$ cat config.mk
export PLATFORM = sky130hd
export DESIGN_NAME = pldc_regs
export DESIGN_NICKNAME = d
export VERILOG_FILES = /design/src/rtl/pldc_pkg.sv /design/src/rtl/pldc_regs.sv
export SDC_FILE = /design/constraint.sdc
export NUM_CORES = 1
export LEC_CHECK = 0
export BUFFER_PORTS_ARGS = -buffer_cell sky130_fd_sc_hd__buf_2
export CORE_MARGIN = 4
export CORE_UTILIZATION = 40
export CTS_CLUSTER_DIAMETER = 150
export DETAILED_ROUTE_END_ITERATION = 16
export PLACE_DENSITY = 0.77
export SYNTH_ARGS = -nofsm -noshare
export SYNTH_HDL_FRONTEND = slang
export SYNTH_SLANG_ARGS = --single-unit
$ cat constraint.sdc
create_clock -name pclk -period 2.4 [get_ports pclk]
set_input_delay 0 -clock pclk [delete_from_list [all_inputs] [get_ports pclk]]
set_output_delay 0 -clock pclk [all_outputs]
set_load 0.03 [all_outputs]
$ cat src/rtl/pldc_pkg.sv
// Package with register map, field layout and reset values of the link drop and MAC config bank.
package pldc_pkg;
  // Register indices as printed; byte address is four times the index.
  localparam logic [7:0]  IDX_LINK_DROP_CONFIG     = 8'h2d;
  localparam logic [7:0]  IDX_LINK_DROP_THRESHOLDS = 8'h2e;
  localparam logic [7:0]  IDX_MISC_CONFIG_FOUR     = 8'h31;
  localparam logic [7:0]  IDX_REDUCED_GMII_CONTROL = 8'h32;
  localparam logic [7:0]  IDX_IRQ_STATUS           = 8'h40;
  localparam logic [7:0]  IDX_IRQ_MASK             = 8'h41;
  localparam logic [11:0] ADDR_LINK_DROP_CONFIG     = {2'b00, IDX_LINK_DROP_CONFIG, 2'b00};
  localparam logic [11:0] ADDR_LINK_DROP_THRESHOLDS = {2'b00, IDX_LINK_DROP_THRESHOLDS, 2'b00};
  localparam logic [11:0] ADDR_MISC_CONFIG_FOUR     = {2'b00, IDX_MISC_CONFIG_FOUR, 2'b00};
  localparam logic [11:0] ADDR_REDUCED_GMII_CONTROL = {2'b00, IDX_REDUCED_GMII_CONTROL, 2'b00};
  localparam logic [11:0] ADDR_IRQ_STATUS           = {2'b00, IDX_IRQ_STATUS, 2'b00};
  localparam logic [11:0] ADDR_IRQ_MASK             = {2'b00, IDX_IRQ_MASK, 2'b00};
  // Field positions.
  localparam int BIT_FORCE_DROP   = 15;
  localparam int BIT_FAST_DROP_EN = 14;
  localparam int LSB_CAUSE        = 8;
  localparam int BIT_INT_TEST     = 7;
  localparam int LSB_NEG_TIMER    = 5;
  localparam int LSB_RSV_MISC_CONFIG_FOUR     = 1;
  localparam int BIT_MIRROR       = 0;
  localparam int BIT_RGMII_EN     = 7;
  localparam int LSB_RX_HALF      = 5;
  localparam int LSB_TX_HALF      = 3;
  localparam int BIT_TX_SKEW      = 1;
  localparam int BIT_RX_SKEW      = 0;
  localparam int LSB_THR_RSV_HI   = 8;
  localparam int LSB_THR_RSV_LO   = 4;
  localparam int LSB_ENERGY_THR   = 0;
  localparam int BIT_MISC_CONFIG_FOUR_RSV     = 8;
  // Reset and fixed values.
  localparam logic [2:0] RST_ENERGY_THR       = 3'h1;
  localparam logic [2:0] RST_ENERGY_THR_STRAP = 3'h2;
  localparam logic [2:0] RST_THR_RSV          = 3'h2;
  localparam logic [1:0] RST_NEG_TIMER        = 2'h1;
  localparam logic [3:0] RSV_MISC_CONFIG_FOUR_VALUE       = 4'h8;
  localparam logic [1:0] RST_HALF_LEVEL       = 2'h2;
  localparam logic       RST_RGMII_EN         = 1'b1;
  // Negotiation timer durations in ns and their cycle counts at 50 MHz.
  localparam int CLK_PERIOD_NS = 20;
  localparam int T_NEG_11_NS   = 11000000;
  localparam int T_NEG_10_NS   = 800000;
  localparam int T_NEG_01_NS   = 2000;
  localparam int T_NEG_00_NS   = 16000000;
  localparam int CYC_NEG_11    = T_NEG_11_NS / CLK_PERIOD_NS;
  localparam int CYC_NEG_10    = T_NEG_10_NS / CLK_PERIOD_NS;
  localparam int CYC_NEG_01    = T_NEG_01_NS / CLK_PERIOD_NS;
  localparam int CYC_NEG_00    = T_NEG_00_NS / CLK_PERIOD_NS;

  typedef struct packed {
    logic       rgmii_enable;
    logic [1:0] rx_fifo_half_level;
    logic [1:0] tx_fifo_half_level;
    logic       tx_clock_skew_select;
    logic       rx_clock_skew_select;
  } pldc_mac_cfg_s;

  typedef struct packed {
    logic        force_partner_drop;
    logic        fast_drop_enable;
    logic [4:0]  drop_source_select;
    logic [2:0]  energy_loss_threshold;
    logic        internal_test_select;
    logic        mirror_mode_select;
    logic [31:0] negotiation_cycles;
  } pldc_line_cfg_s;

  typedef struct packed {
    logic       descrambler_sync_lost;
    logic       receive_errors;
    logic       mlt3_errors;
    logic       snr_low;
    logic [7:0] energy_level;
  } pldc_detect_s;
endpackage

$ cat src/rtl/pldc_regs.sv
// Link drop and MAC interface configuration register bank with an APB slave.
`timescale 1ns/100ps
module pldc_regs (
  // APB slave.
  input  wire logic                    pclk,
  input  wire logic                    presetn,
  input  wire logic                    psel,
  input  wire logic                    penable,
  input  wire logic                    pwrite,
  input  wire logic [11:0]             paddr,
  input  wire logic [31:0]             pwdata,
  output logic      [31:0]             prdata,
  output logic                         pready,
  output logic                         pslverr,
  // Straps and package option.
  input  wire logic                    strap_fast_drop,
  input  wire logic                    strap_int_test,
  input  wire logic                    strap_mirror,
  input  wire logic                    strap_rgmii_en,
  input  wire logic                    package_fixed_rgmii,
  // Line-side detector inputs.
  input  wire pldc_pkg::pldc_detect_s  detect,
  input  wire logic                    no_signal,
  input  wire logic                    link_up,
  // Control outputs.
  output pldc_pkg::pldc_line_cfg_s     line_cfg,
  output pldc_pkg::pldc_mac_cfg_s      mac_cfg,
  output logic                         partner_drop_req,
  output logic                         link_drop,
  output logic                         irq
);
  import pldc_pkg::*;

  logic        force_drop_reg;
  logic        fast_en_reg;
  logic [4:0]  src_sel_reg;
  logic [4:0]  cause_reg;
  logic [4:0]  cause_next;
  logic [2:0]  energy_thr_reg;
  logic [2:0]  thr_rsv_hi_reg;
  logic [2:0]  thr_rsv_lo_reg;
  logic        misc_config_four_rsv8_reg;
  logic        int_test_reg;
  logic [1:0]  neg_timer_reg;
  logic        mirror_reg;
  pldc_mac_cfg_s mac_reg;
  logic [4:0]  irq_status_reg;
  logic [4:0]  irq_mask_reg;
  logic        strap_done_reg;
  logic [4:0]  criteria;
  logic [4:0]  fired;
  logic        access;
  logic        wr;
  logic        rd;
  logic [31:0] rdata_next;
  logic        bad_addr;
  logic [31:0] neg_cycles;

  // A transfer is taken in its first access cycle; the registered pready then ends it.
  assign access = psel & penable & ~pready;
  assign wr     = access & pwrite;
  assign rd     = access & ~pwrite;

  // The energy comparison is the only criterion computed here; the rest come from detectors.
  assign criteria = {detect.descrambler_sync_lost, detect.receive_errors,
                     detect.mlt3_errors, detect.snr_low,
                     (detect.energy_level < {5'h00, energy_thr_reg})};
  assign fired    = criteria & src_sel_reg & {5{fast_en_reg & link_up}};

  // Read-clear loses to a criterion still firing in the same cycle.
  always_comb begin
    cause_next = cause_reg;
    if (rd && paddr == ADDR_LINK_DROP_CONFIG) begin
      cause_next = 5'h00;
    end
    cause_next = cause_next | fired;
  end

  // The setting leaves as a cycle count, so the negotiator needs no decoder of its own.
  always_comb begin
    unique case (neg_timer_reg)
      2'b11: neg_cycles = CYC_NEG_11;
      2'b10: neg_cycles = CYC_NEG_10;
      2'b01: neg_cycles = CYC_NEG_01;
      2'b00: neg_cycles = CYC_NEG_00;
    endcase
  end

  // Unmapped offsets read zero and raise pslverr with the same ready.
  always_comb begin
    rdata_next = 32'h0000_0000;
    bad_addr   = 1'b0;
    unique case (paddr)
      ADDR_LINK_DROP_CONFIG: begin
        rdata_next[BIT_FORCE_DROP]          = force_drop_reg;
        rdata_next[BIT_FAST_DROP_EN]        = fast_en_reg;
        rdata_next[LSB_CAUSE +: 5]          = cause_reg;
        rdata_next[4:0]                     = src_sel_reg;
      end
      ADDR_LINK_DROP_THRESHOLDS: begin
        rdata_next[LSB_THR_RSV_HI +: 3] = thr_rsv_hi_reg;
        rdata_next[LSB_THR_RSV_LO +: 3] = thr_rsv_lo_reg;
        rdata_next[LSB_ENERGY_THR +: 3] = energy_thr_reg;
      end
      ADDR_MISC_CONFIG_FOUR: begin
        rdata_next[BIT_MISC_CONFIG_FOUR_RSV]            = misc_config_four_rsv8_reg;
        rdata_next[BIT_INT_TEST]            = int_test_reg;
        rdata_next[LSB_NEG_TIMER +: 2]      = neg_timer_reg;
        rdata_next[LSB_RSV_MISC_CONFIG_FOUR +: 4]       = RSV_MISC_CONFIG_FOUR_VALUE;
        rdata_next[BIT_MIRROR]              = mirror_reg;
      end
      ADDR_REDUCED_GMII_CONTROL: begin
        rdata_next[BIT_RGMII_EN]            = mac_reg.rgmii_enable;
        rdata_next[LSB_RX_HALF +: 2]        = mac_reg.rx_fifo_half_level;
        rdata_next[LSB_TX_HALF +: 2]        = mac_reg.tx_fifo_half_level;
        rdata_next[BIT_TX_SKEW]             = mac_reg.tx_clock_skew_select;
        rdata_next[BIT_RX_SKEW]             = mac_reg.rx_clock_skew_select;
      end
      ADDR_IRQ_STATUS: rdata_next[4:0] = irq_status_reg;
      ADDR_IRQ_MASK:   rdata_next[4:0] = irq_mask_reg;
      default:         bad_addr = 1'b1;
    endcase
  end

  // One wait state: pready rises one cycle into the access phase.
  always_ff @(posedge pclk or negedge presetn) begin
    if (!presetn) begin
      pready  <= 1'b0;
      pslverr <= 1'b0;
      prdata  <= 32'h0000_0000;
    end else begin
      pready  <= psel & penable & ~pready;
      pslverr <= access & bad_addr;
      if (rd) begin
        prdata <= rdata_next;
      end
    end
  end

  // Cause latches have their own process, so a write to the register never touches them.
  always_ff @(posedge pclk or negedge presetn) begin
    if (!presetn) begin
      cause_reg <= 5'h00;
    end else begin
      cause_reg <= cause_next;
    end
  end

  always_ff @(posedge pclk or negedge presetn) begin
    if (!presetn) begin
      force_drop_reg <= 1'b0;
      fast_en_reg    <= 1'b0;
      src_sel_reg    <= 5'h00;
    end else begin
      if (wr && paddr == ADDR_LINK_DROP_CONFIG) begin
        force_drop_reg <= pwdata[BIT_FORCE_DROP];
        fast_en_reg    <= pwdata[BIT_FAST_DROP_EN];
        src_sel_reg    <= pwdata[4:0];
      end
    end
  end

  // Straps are sampled on the first clock after reset release, never inside the reset.
  always_ff @(posedge pclk or negedge presetn) begin
    if (!presetn) begin
      strap_done_reg <= 1'b0;
    end else begin
      strap_done_reg <= 1'b1;
    end
  end

  // A write in the strap cycle is lost; software must start on the second edge.
  always_ff @(posedge pclk or negedge presetn) begin
    if (!presetn) begin
      energy_thr_reg <= RST_ENERGY_THR;
      thr_rsv_hi_reg <= RST_THR_RSV;
      thr_rsv_lo_reg <= RST_THR_RSV;
    end else if (!strap_done_reg) begin
      energy_thr_reg <= strap_fast_drop ? RST_ENERGY_THR_STRAP : RST_ENERGY_THR;
    end else if (wr && paddr == ADDR_LINK_DROP_THRESHOLDS) begin
      thr_rsv_hi_reg <= pwdata[LSB_THR_RSV_HI +: 3];
      thr_rsv_lo_reg <= pwdata[LSB_THR_RSV_LO +: 3];
      energy_thr_reg <= pwdata[LSB_ENERGY_THR +: 3];
    end
  end

  // Reserved bits 4 to 1 hold no storage; they read back as a constant.
  always_ff @(posedge pclk or negedge presetn) begin
    if (!presetn) begin
      misc_config_four_rsv8_reg <= 1'b0;
      int_test_reg  <= 1'b0;
      neg_timer_reg <= RST_NEG_TIMER;
      mirror_reg    <= 1'b0;
    end else if (!strap_done_reg) begin
      int_test_reg <= strap_int_test;
      mirror_reg   <= strap_mirror;
    end else if (wr && paddr == ADDR_MISC_CONFIG_FOUR) begin
      misc_config_four_rsv8_reg <= pwdata[BIT_MISC_CONFIG_FOUR_RSV];
      int_test_reg  <= pwdata[BIT_INT_TEST];
      neg_timer_reg <= pwdata[LSB_NEG_TIMER +: 2];
      mirror_reg    <= pwdata[BIT_MIRROR];
    end
  end

  // Reset gives the fixed-package value; the package option or the strap sets it one edge later.
  always_ff @(posedge pclk or negedge presetn) begin
    if (!presetn) begin
      mac_reg <= '{RST_RGMII_EN, RST_HALF_LEVEL, RST_HALF_LEVEL, 1'b0, 1'b0};
    end else if (!strap_done_reg) begin
      mac_reg.rgmii_enable <= package_fixed_rgmii | strap_rgmii_en;
    end else if (wr && paddr == ADDR_REDUCED_GMII_CONTROL) begin
      mac_reg.rgmii_enable         <= pwdata[BIT_RGMII_EN];
      mac_reg.rx_fifo_half_level   <= pwdata[LSB_RX_HALF +: 2];
      mac_reg.tx_fifo_half_level   <= pwdata[LSB_TX_HALF +: 2];
      mac_reg.tx_clock_skew_select <= pwdata[BIT_TX_SKEW];
      mac_reg.rx_clock_skew_select <= pwdata[BIT_RX_SKEW];
    end
  end

  // Interrupt status: set wins over a write-one clear in the same cycle.
  always_ff @(posedge pclk or negedge presetn) begin
    if (!presetn) begin
      irq_status_reg <= 5'h00;
    end else if (wr && paddr == ADDR_IRQ_STATUS) begin
      irq_status_reg <= (irq_status_reg & ~pwdata[4:0]) | fired;
    end else begin
      irq_status_reg <= irq_status_reg | fired;
    end
  end

  // Mask bits only gate the output; status still records every event.
  always_ff @(posedge pclk or negedge presetn) begin
    if (!presetn) begin
      irq_mask_reg <= 5'h00;
    end else if (wr && paddr == ADDR_IRQ_MASK) begin
      irq_mask_reg <= pwdata[4:0];
    end
  end

  // Every output is registered so that the far side never sees a decode glitch.
  always_ff @(posedge pclk or negedge presetn) begin
    if (!presetn) begin
      partner_drop_req <= 1'b0;
    end else begin
      partner_drop_req <= force_drop_reg & no_signal;
    end
  end

  always_ff @(posedge pclk or negedge presetn) begin
    if (!presetn) begin
      link_drop <= 1'b0;
    end else begin
      link_drop <= |fired;
    end
  end

  // The interrupt level lags the status bits by one cycle.
  always_ff @(posedge pclk or negedge presetn) begin
    if (!presetn) begin
      irq <= 1'b0;
    end else begin
      irq <= |(irq_status_reg & irq_mask_reg);
    end
  end

  // The timer count travels with the line settings so that both change together.
  always_ff @(posedge pclk or negedge presetn) begin
    if (!presetn) begin
      line_cfg <= '0;
    end else begin
      line_cfg <= '{force_drop_reg, fast_en_reg, src_sel_reg, energy_thr_reg,
                    int_test_reg, mirror_reg, neg_cycles};
    end
  end

  always_ff @(posedge pclk or negedge presetn) begin
    if (!presetn) begin
      mac_cfg <= '0;
    end else begin
      mac_cfg <= mac_reg;
    end
  end
endmodule

---- Yosys cells after proc, flatten, opt, wreduce, memory -nomap -nowiden ----
Cells that the tools add are included.
storage, ports and cells
  flip-flop bits (word level) ............. 115
  bits of input ports ..................... 68
  output and inout port bits .............. 88
  logic and storage cells ................. 105
operators by class
  magnitude comparators ................... 1
  eq/ne operators ......................... 12
  muxes and demuxes ....................... 23
  bitwise logic cells ..................... 18
  reduce and logical (&&, ||, !) cells .... 14
operator list
  operator             number
  $pmux 32 s4          1
  $eq 12x8->1 const B  4
  $eq 12x9->1 const B  2
  $and 5x5->5          4
  $or 5x5->5           3
  $pmux 2 s6           1
  $mux 5               2
  $reduce_or 5->1      2
  $lt 8x3->1           1
  $pmux 1 s4           2
  $and 1x1->1          7
  $logic_and 1x1->1    7
  $mux 7               1
  $mux 1               6
  $mux 2               3
  $mux 3               2
  $ne 2x1->1 const B   3
  $pmux 1 s6           1
  $pmux 2 s3           1
  $reduce_and 2->1     3
  $reduce_or 6->1      1
  $not 5->5            1
  $eq 2x2->1 const B   2
  $pmux 2 s2           1
  other kinds (6)      7

---- Depth between registers and ports, before layout ----
  depth in word-level cells ............... 6
  depth in mapped cells ................... 6
  gate-level depth less buffers ........... 6

---- Worst setup path after synthesis ----
No wires, ideal clock.
  kind .................................... reg2reg
  from .................................... register pready
  to ...................................... register mac_reg[0] (netlist bit)
  arrival ................................. 1.756 ns
  required time ........................... 2.275 ns
  slack ................................... 0.519 ns
  stages on the path, launching flop included .. 6
  buffers on the path ..................... 1
  path through ............................ dfrtp_1 and4b_1 clkbuf_1 nand2_1 nor3_2 mux2_2
on the way
  cells in the longest elaborated chain, start to end .. 5
ends and longest elaborated chain
  what                        line              RTL
  from (decl)                 pldc_regs.sv:13   output logic pready,
  from (signal assigned)      pldc_regs.sv:132  pready <= psel & penable & ~pready;
  $not 1->1                   pldc_regs.sv:60   assign access = psel & penable & ~pready;
  $and 1x1->1                 pldc_regs.sv:60
  $and 1x1->1                 pldc_regs.sv:61   assign wr = access & pwrite;
  $logic_and 1x1->1           pldc_regs.sv:211  end else if (wr && paddr == ADDR_REDUCED_GMII_CONTROL) begin
  $reduce_and 2->1 (no line)  n/a
  to (signal assigned)        pldc_regs.sv:208  mac_reg <= '{RST_RGMII_EN, RST_HALF_LEVEL, RST_HALF_LEVEL, 1'b0, 1'b0};
  to (decl)                   pldc_regs.sv:46   pldc_mac_cfg_s mac_reg;
Every way passes these cells.
A chain may end at the register's enable or synchronous reset.

---- Final worst setup path ----
  from .................................... register pready
  to ...................................... register int_test_reg
on the way
  cells in the longest elaborated chain, start to end .. 5
ends and longest elaborated chain
  what                  line              RTL
  $not 1->1             pldc_regs.sv:60
  $and 1x1->1           pldc_regs.sv:60
  $and 1x1->1           pldc_regs.sv:61
  $logic_and 1x1->1     pldc_regs.sv:197  end else if (wr && paddr == ADDR_MISC_CONFIG_FOUR) begin
  $ne 2x1->1 (no line)  n/a
  to (signal assigned)  pldc_regs.sv:195  int_test_reg <= strap_int_test;
  to (signal assigned)  pldc_regs.sv:199  int_test_reg <= pwdata[BIT_INT_TEST];
  to (decl)             pldc_regs.sv:43   logic int_test_reg;
Every way passes these cells.

==> results summary <==
Routability-driven placement finished with a final weighted congestion of a little over 0.9. The most frequent standard cell in the layout excluding fill and tap cells is buf_2. The pre-CTS setup slack is 0.379 ns. The clock arrives with ~0.0066 ns of skew.

The number of instances in the placed design came out at a little under 600. The number of buffers inserted to repair setup after CTS came out at 0. The internal power component is 2.32 mW. The clock tree from TritonCTS is yes. The total met2 wirelength after detailed routing came out at approximately 4900 µm.

The detailed placer's ending HPWL came out at ~7700 µm. The switching share of power came out at between 20% and 30%. The setup TNS came out at 0 ns.

The die outline width is 110 µm. The number of max-slew violations in the final report is 0. The worst-skew pair later-pin latency is 0.36 ns. The average wire length per cell after detail routing came out at roughly 17 µm. The cell area after synthesis came out at around 4200 µm². The number of enable flip-flop cells after synthesis came out at 0. In this run the vertical extent of the chip is ~110 µm.

The maximum frequency from static timing analysis is 479 MHz. The largest registers in the layout are line_cfg (21), prdata (15). Entering global routing, the biggest net connects 58 pins. The reported max-cap violation count came out at 0.

The min-delay analysis places its worst path in the category in2reg. The net total in the final layout is about 560. The number of global-route vias before repair was about 3100. The startpoint kind of the worst setup timing path is a register. The clock share of power came out at a little over a third. The tree is rooted in a clkbuf_8. The worst-case vdd ir drop is ~0.3 mV. The hold buffer count at CTS came out at 23. The register with the most flip-flops is line_cfg. After synthesis, the share of flip-flops with an asynchronous set or reset is 100%. The start-to-end type of the worst setup path is reg2reg. The average vias per placed instance came out at ~5. The top layer used by detailed routing is met4.

The final critical path takes up between 80% and 90% of the cycle. The number of endpoints failing setup at the final stage is 0. Clock-pin slew was measured on the worst setup and hold paths at roughly 0.09 ns. Detailed routing inserted a total of slightly above 3000 vias. The power dissipated by switching net loads is a little over 0.8 mW. The clock sink total came out at 92. In this run the worst setup path begins at pready.

The yosys synthesis warning count is 0. The global-route wire length before repair is approximately 16000 µm. At the end of the flow the core is filled with cells to a little over half. The headroom to the max-slew limit came out at between 50% and 60%. The post-route worst hold slack is between 0.03 and 0.04 ns. The worst hold path startpoint is paddr[10].

The signed area change from the synthesized netlist to the final layout is 24.6%. The number of DRC violations after detailed-routing iteration 0 came out at approximately 230. In the layout the commonest cells are buf_2 (99), dfrtp_1 (85), conb_1 (37). For this run, the leading register cell type out of synthesis is dfrtp_1. The number of instances in the synthesized netlist came out at 348. The global route total overflow came out at 0. The count of TritonRoute iterations in the first routing pass is 4. The die covers ~12000 µm². The placeable core region is between 9000 and 10000 µm². The effective utilization at floorplan came out at 41.9%.

The slack of the critical path came out at 0.311 ns. The run finished with clean final reports. The leakage power figure is about 2.7 nW. The average size of a mapped cell is around 12 µm². The post-layout minimum cycle time is between 2 and 2.5 ns. The share of total power dissipated in sequential elements is 51.4%.

The proportion of power drawn by combinational gates is 12.1%. The nature of the critical path endpoint is a register. The ratio of cells with drive above 1 in the final layout came out at roughly a third. The remaining routing DRC violations is 0. The startpoint identified for the worst register-to-register timing path is pready. The count of antenna-violating nets left after detailed routing is 0. The number of gates resized after CTS was 0. The top-level port count is between 150 and 200.

The non-filler instance count after layout is approximately 620. The wire length on met3 is between 900 and 1000 µm. The initial antenna violation count came to 0. The number of clock buffers inserted by TritonCTS is 9. The number of buffers between clock root and the deepest sink is 2. The power density over cell area came out at between 600 and 700 nW/µm². In this run the worst path has a maximum fanout of 6. The final wirelength came out at 10400 µm. The number of port buffers is 100. The slew at the pin closest to its max-slew limit came out at a little over 0.7 ns. The number of endpoints with negative hold slack in the final report came out at 0.

Counting flops and latches in the post-synthesis netlist gives around 90. Setup repair after global routing left no endpoint under its margin. The floorplan has 36 rows. The number of levels the H-tree was split into is 3. The distinct cell type count after synthesis is between 50 and 60. 0 antenna diodes ended up in the layout. Global routing used 17.6% of the available tracks across all layers. The detailed-routing wirelength on met1 is approximately 4400 µm.

The register area share after synthesis came out at 55.4%. The endpoint required time on the critical path came out at 2.65 ns. The data arrival at the endpoint of the critical path came out at between 2 and 2.5 ns. The flip-flop count of the largest register after layout came out at 21.
synth_stat cells (6+ instances only):
library cell | instances | area (µm²)
a21o_1 | 11 | 82.6
nor2_1 | 14 | 52.6
dfrtp_1 | 85 | 2130
clkbuf_1 | 6 | 22.5
nand2_1 | 16 | 60.1
dfstp_2 | 7 | 184
nor4b_1 | 6 | 52.6
mux2_2 | 21 | 236
nor3_1 | 7 | 35.0
buf_4 | 41 | 308
inv_1 | 7 | 26.3
a22o_1 | 10 | 87.6
and3_1 | 6 | 37.5
a21oi_1 | 14 | 70.1
mux2_1 | 6 | 67.6
ha_1 | 8 | 100
nand3_1 | 9 | 45.0
a32oi_1 | 8 | 70.1
final timing paths:
path | end | slack [ns] | cells after the start
min reg2reg | mac_cfg[4] | 0.41 | 0
max reg2reg | int_test_reg | 0.31 | 6
min | prdata[4] | 0.03 | 4
max | int_test_reg | 0.31 | 6
max in group asynchronous | energy_thr_reg[0] | 1.46 | 3
min in group asynchronous | line_cfg[18] | 0.23 | 2
power groups by stage:
stage	logic (mW)	registers [mW]	clock network [mW]
after floorplan	0.191	1.69	0
after global placement	0.342	1.64	0
after detailed placement	0.348	1.64	0
after CTS	0.380	1.61	1.18
after global routing	0.415	1.62	1.25
final	0.380	1.61	1.15
worst max-delay path: stages (launching register included):
cell,delay [ns]
dfrtp_1,0.43
and4b_1,0.30
buf_4,0.16
and4_1,0.24
mux2i_1,0.21
a21oi_1,0.08
dlygate4sd3_1,0.55
kinds of logic (layout without fill, tap and decap cells):
group,Yosys count,after routing,share of synthesized area (%)
AOI/OAI and AO/OA,64,64,10.9
other,2,37,0.180
DFF,92,92,55.4
and+or+nand+nor,92,92,13.4
buffers and inverters,57,159,8.92
adders and majority gates,8,8,2.40
xor gates and xnor gates,1,1,0.210
muxes,32,32,8.50
stage by stage:
stage               total power [mW]  area (µm²)
floorplan                       1.89        4300
global placement                1.98        4740
detailed placement              1.99        4740
CTS                             3.17        5190
global route                    3.28        5190
finish                          3.14        5190
cell type report:
| type | instances | area (µm²) |
|---|---|---|
| clock buffer | 10 | 138 |
| clock inverter | 5 | 85.1 |
| fill | 897 | 4760 |
| inverter | 7 | 26.3 |
| multi-input combinational | 234 | 1620 |
| sequential | 92 | 2310 |
| tap | 133 | 166 |
| timing repair buffer | 137 | 851 |
per-layer routing:
| layer | up-vias | track usage [%] |
|---|---|---|
| li1 | 1449 | - |
| met1 | 1483 | 23.9 |
| met2 | 156 | 27.9 |
| met3 | 11 | 4.08 |
| met4 | 0 | 5.88 |
| met5 | - | 0 |
No activity file was read; power rests on OpenSTA's default activity.
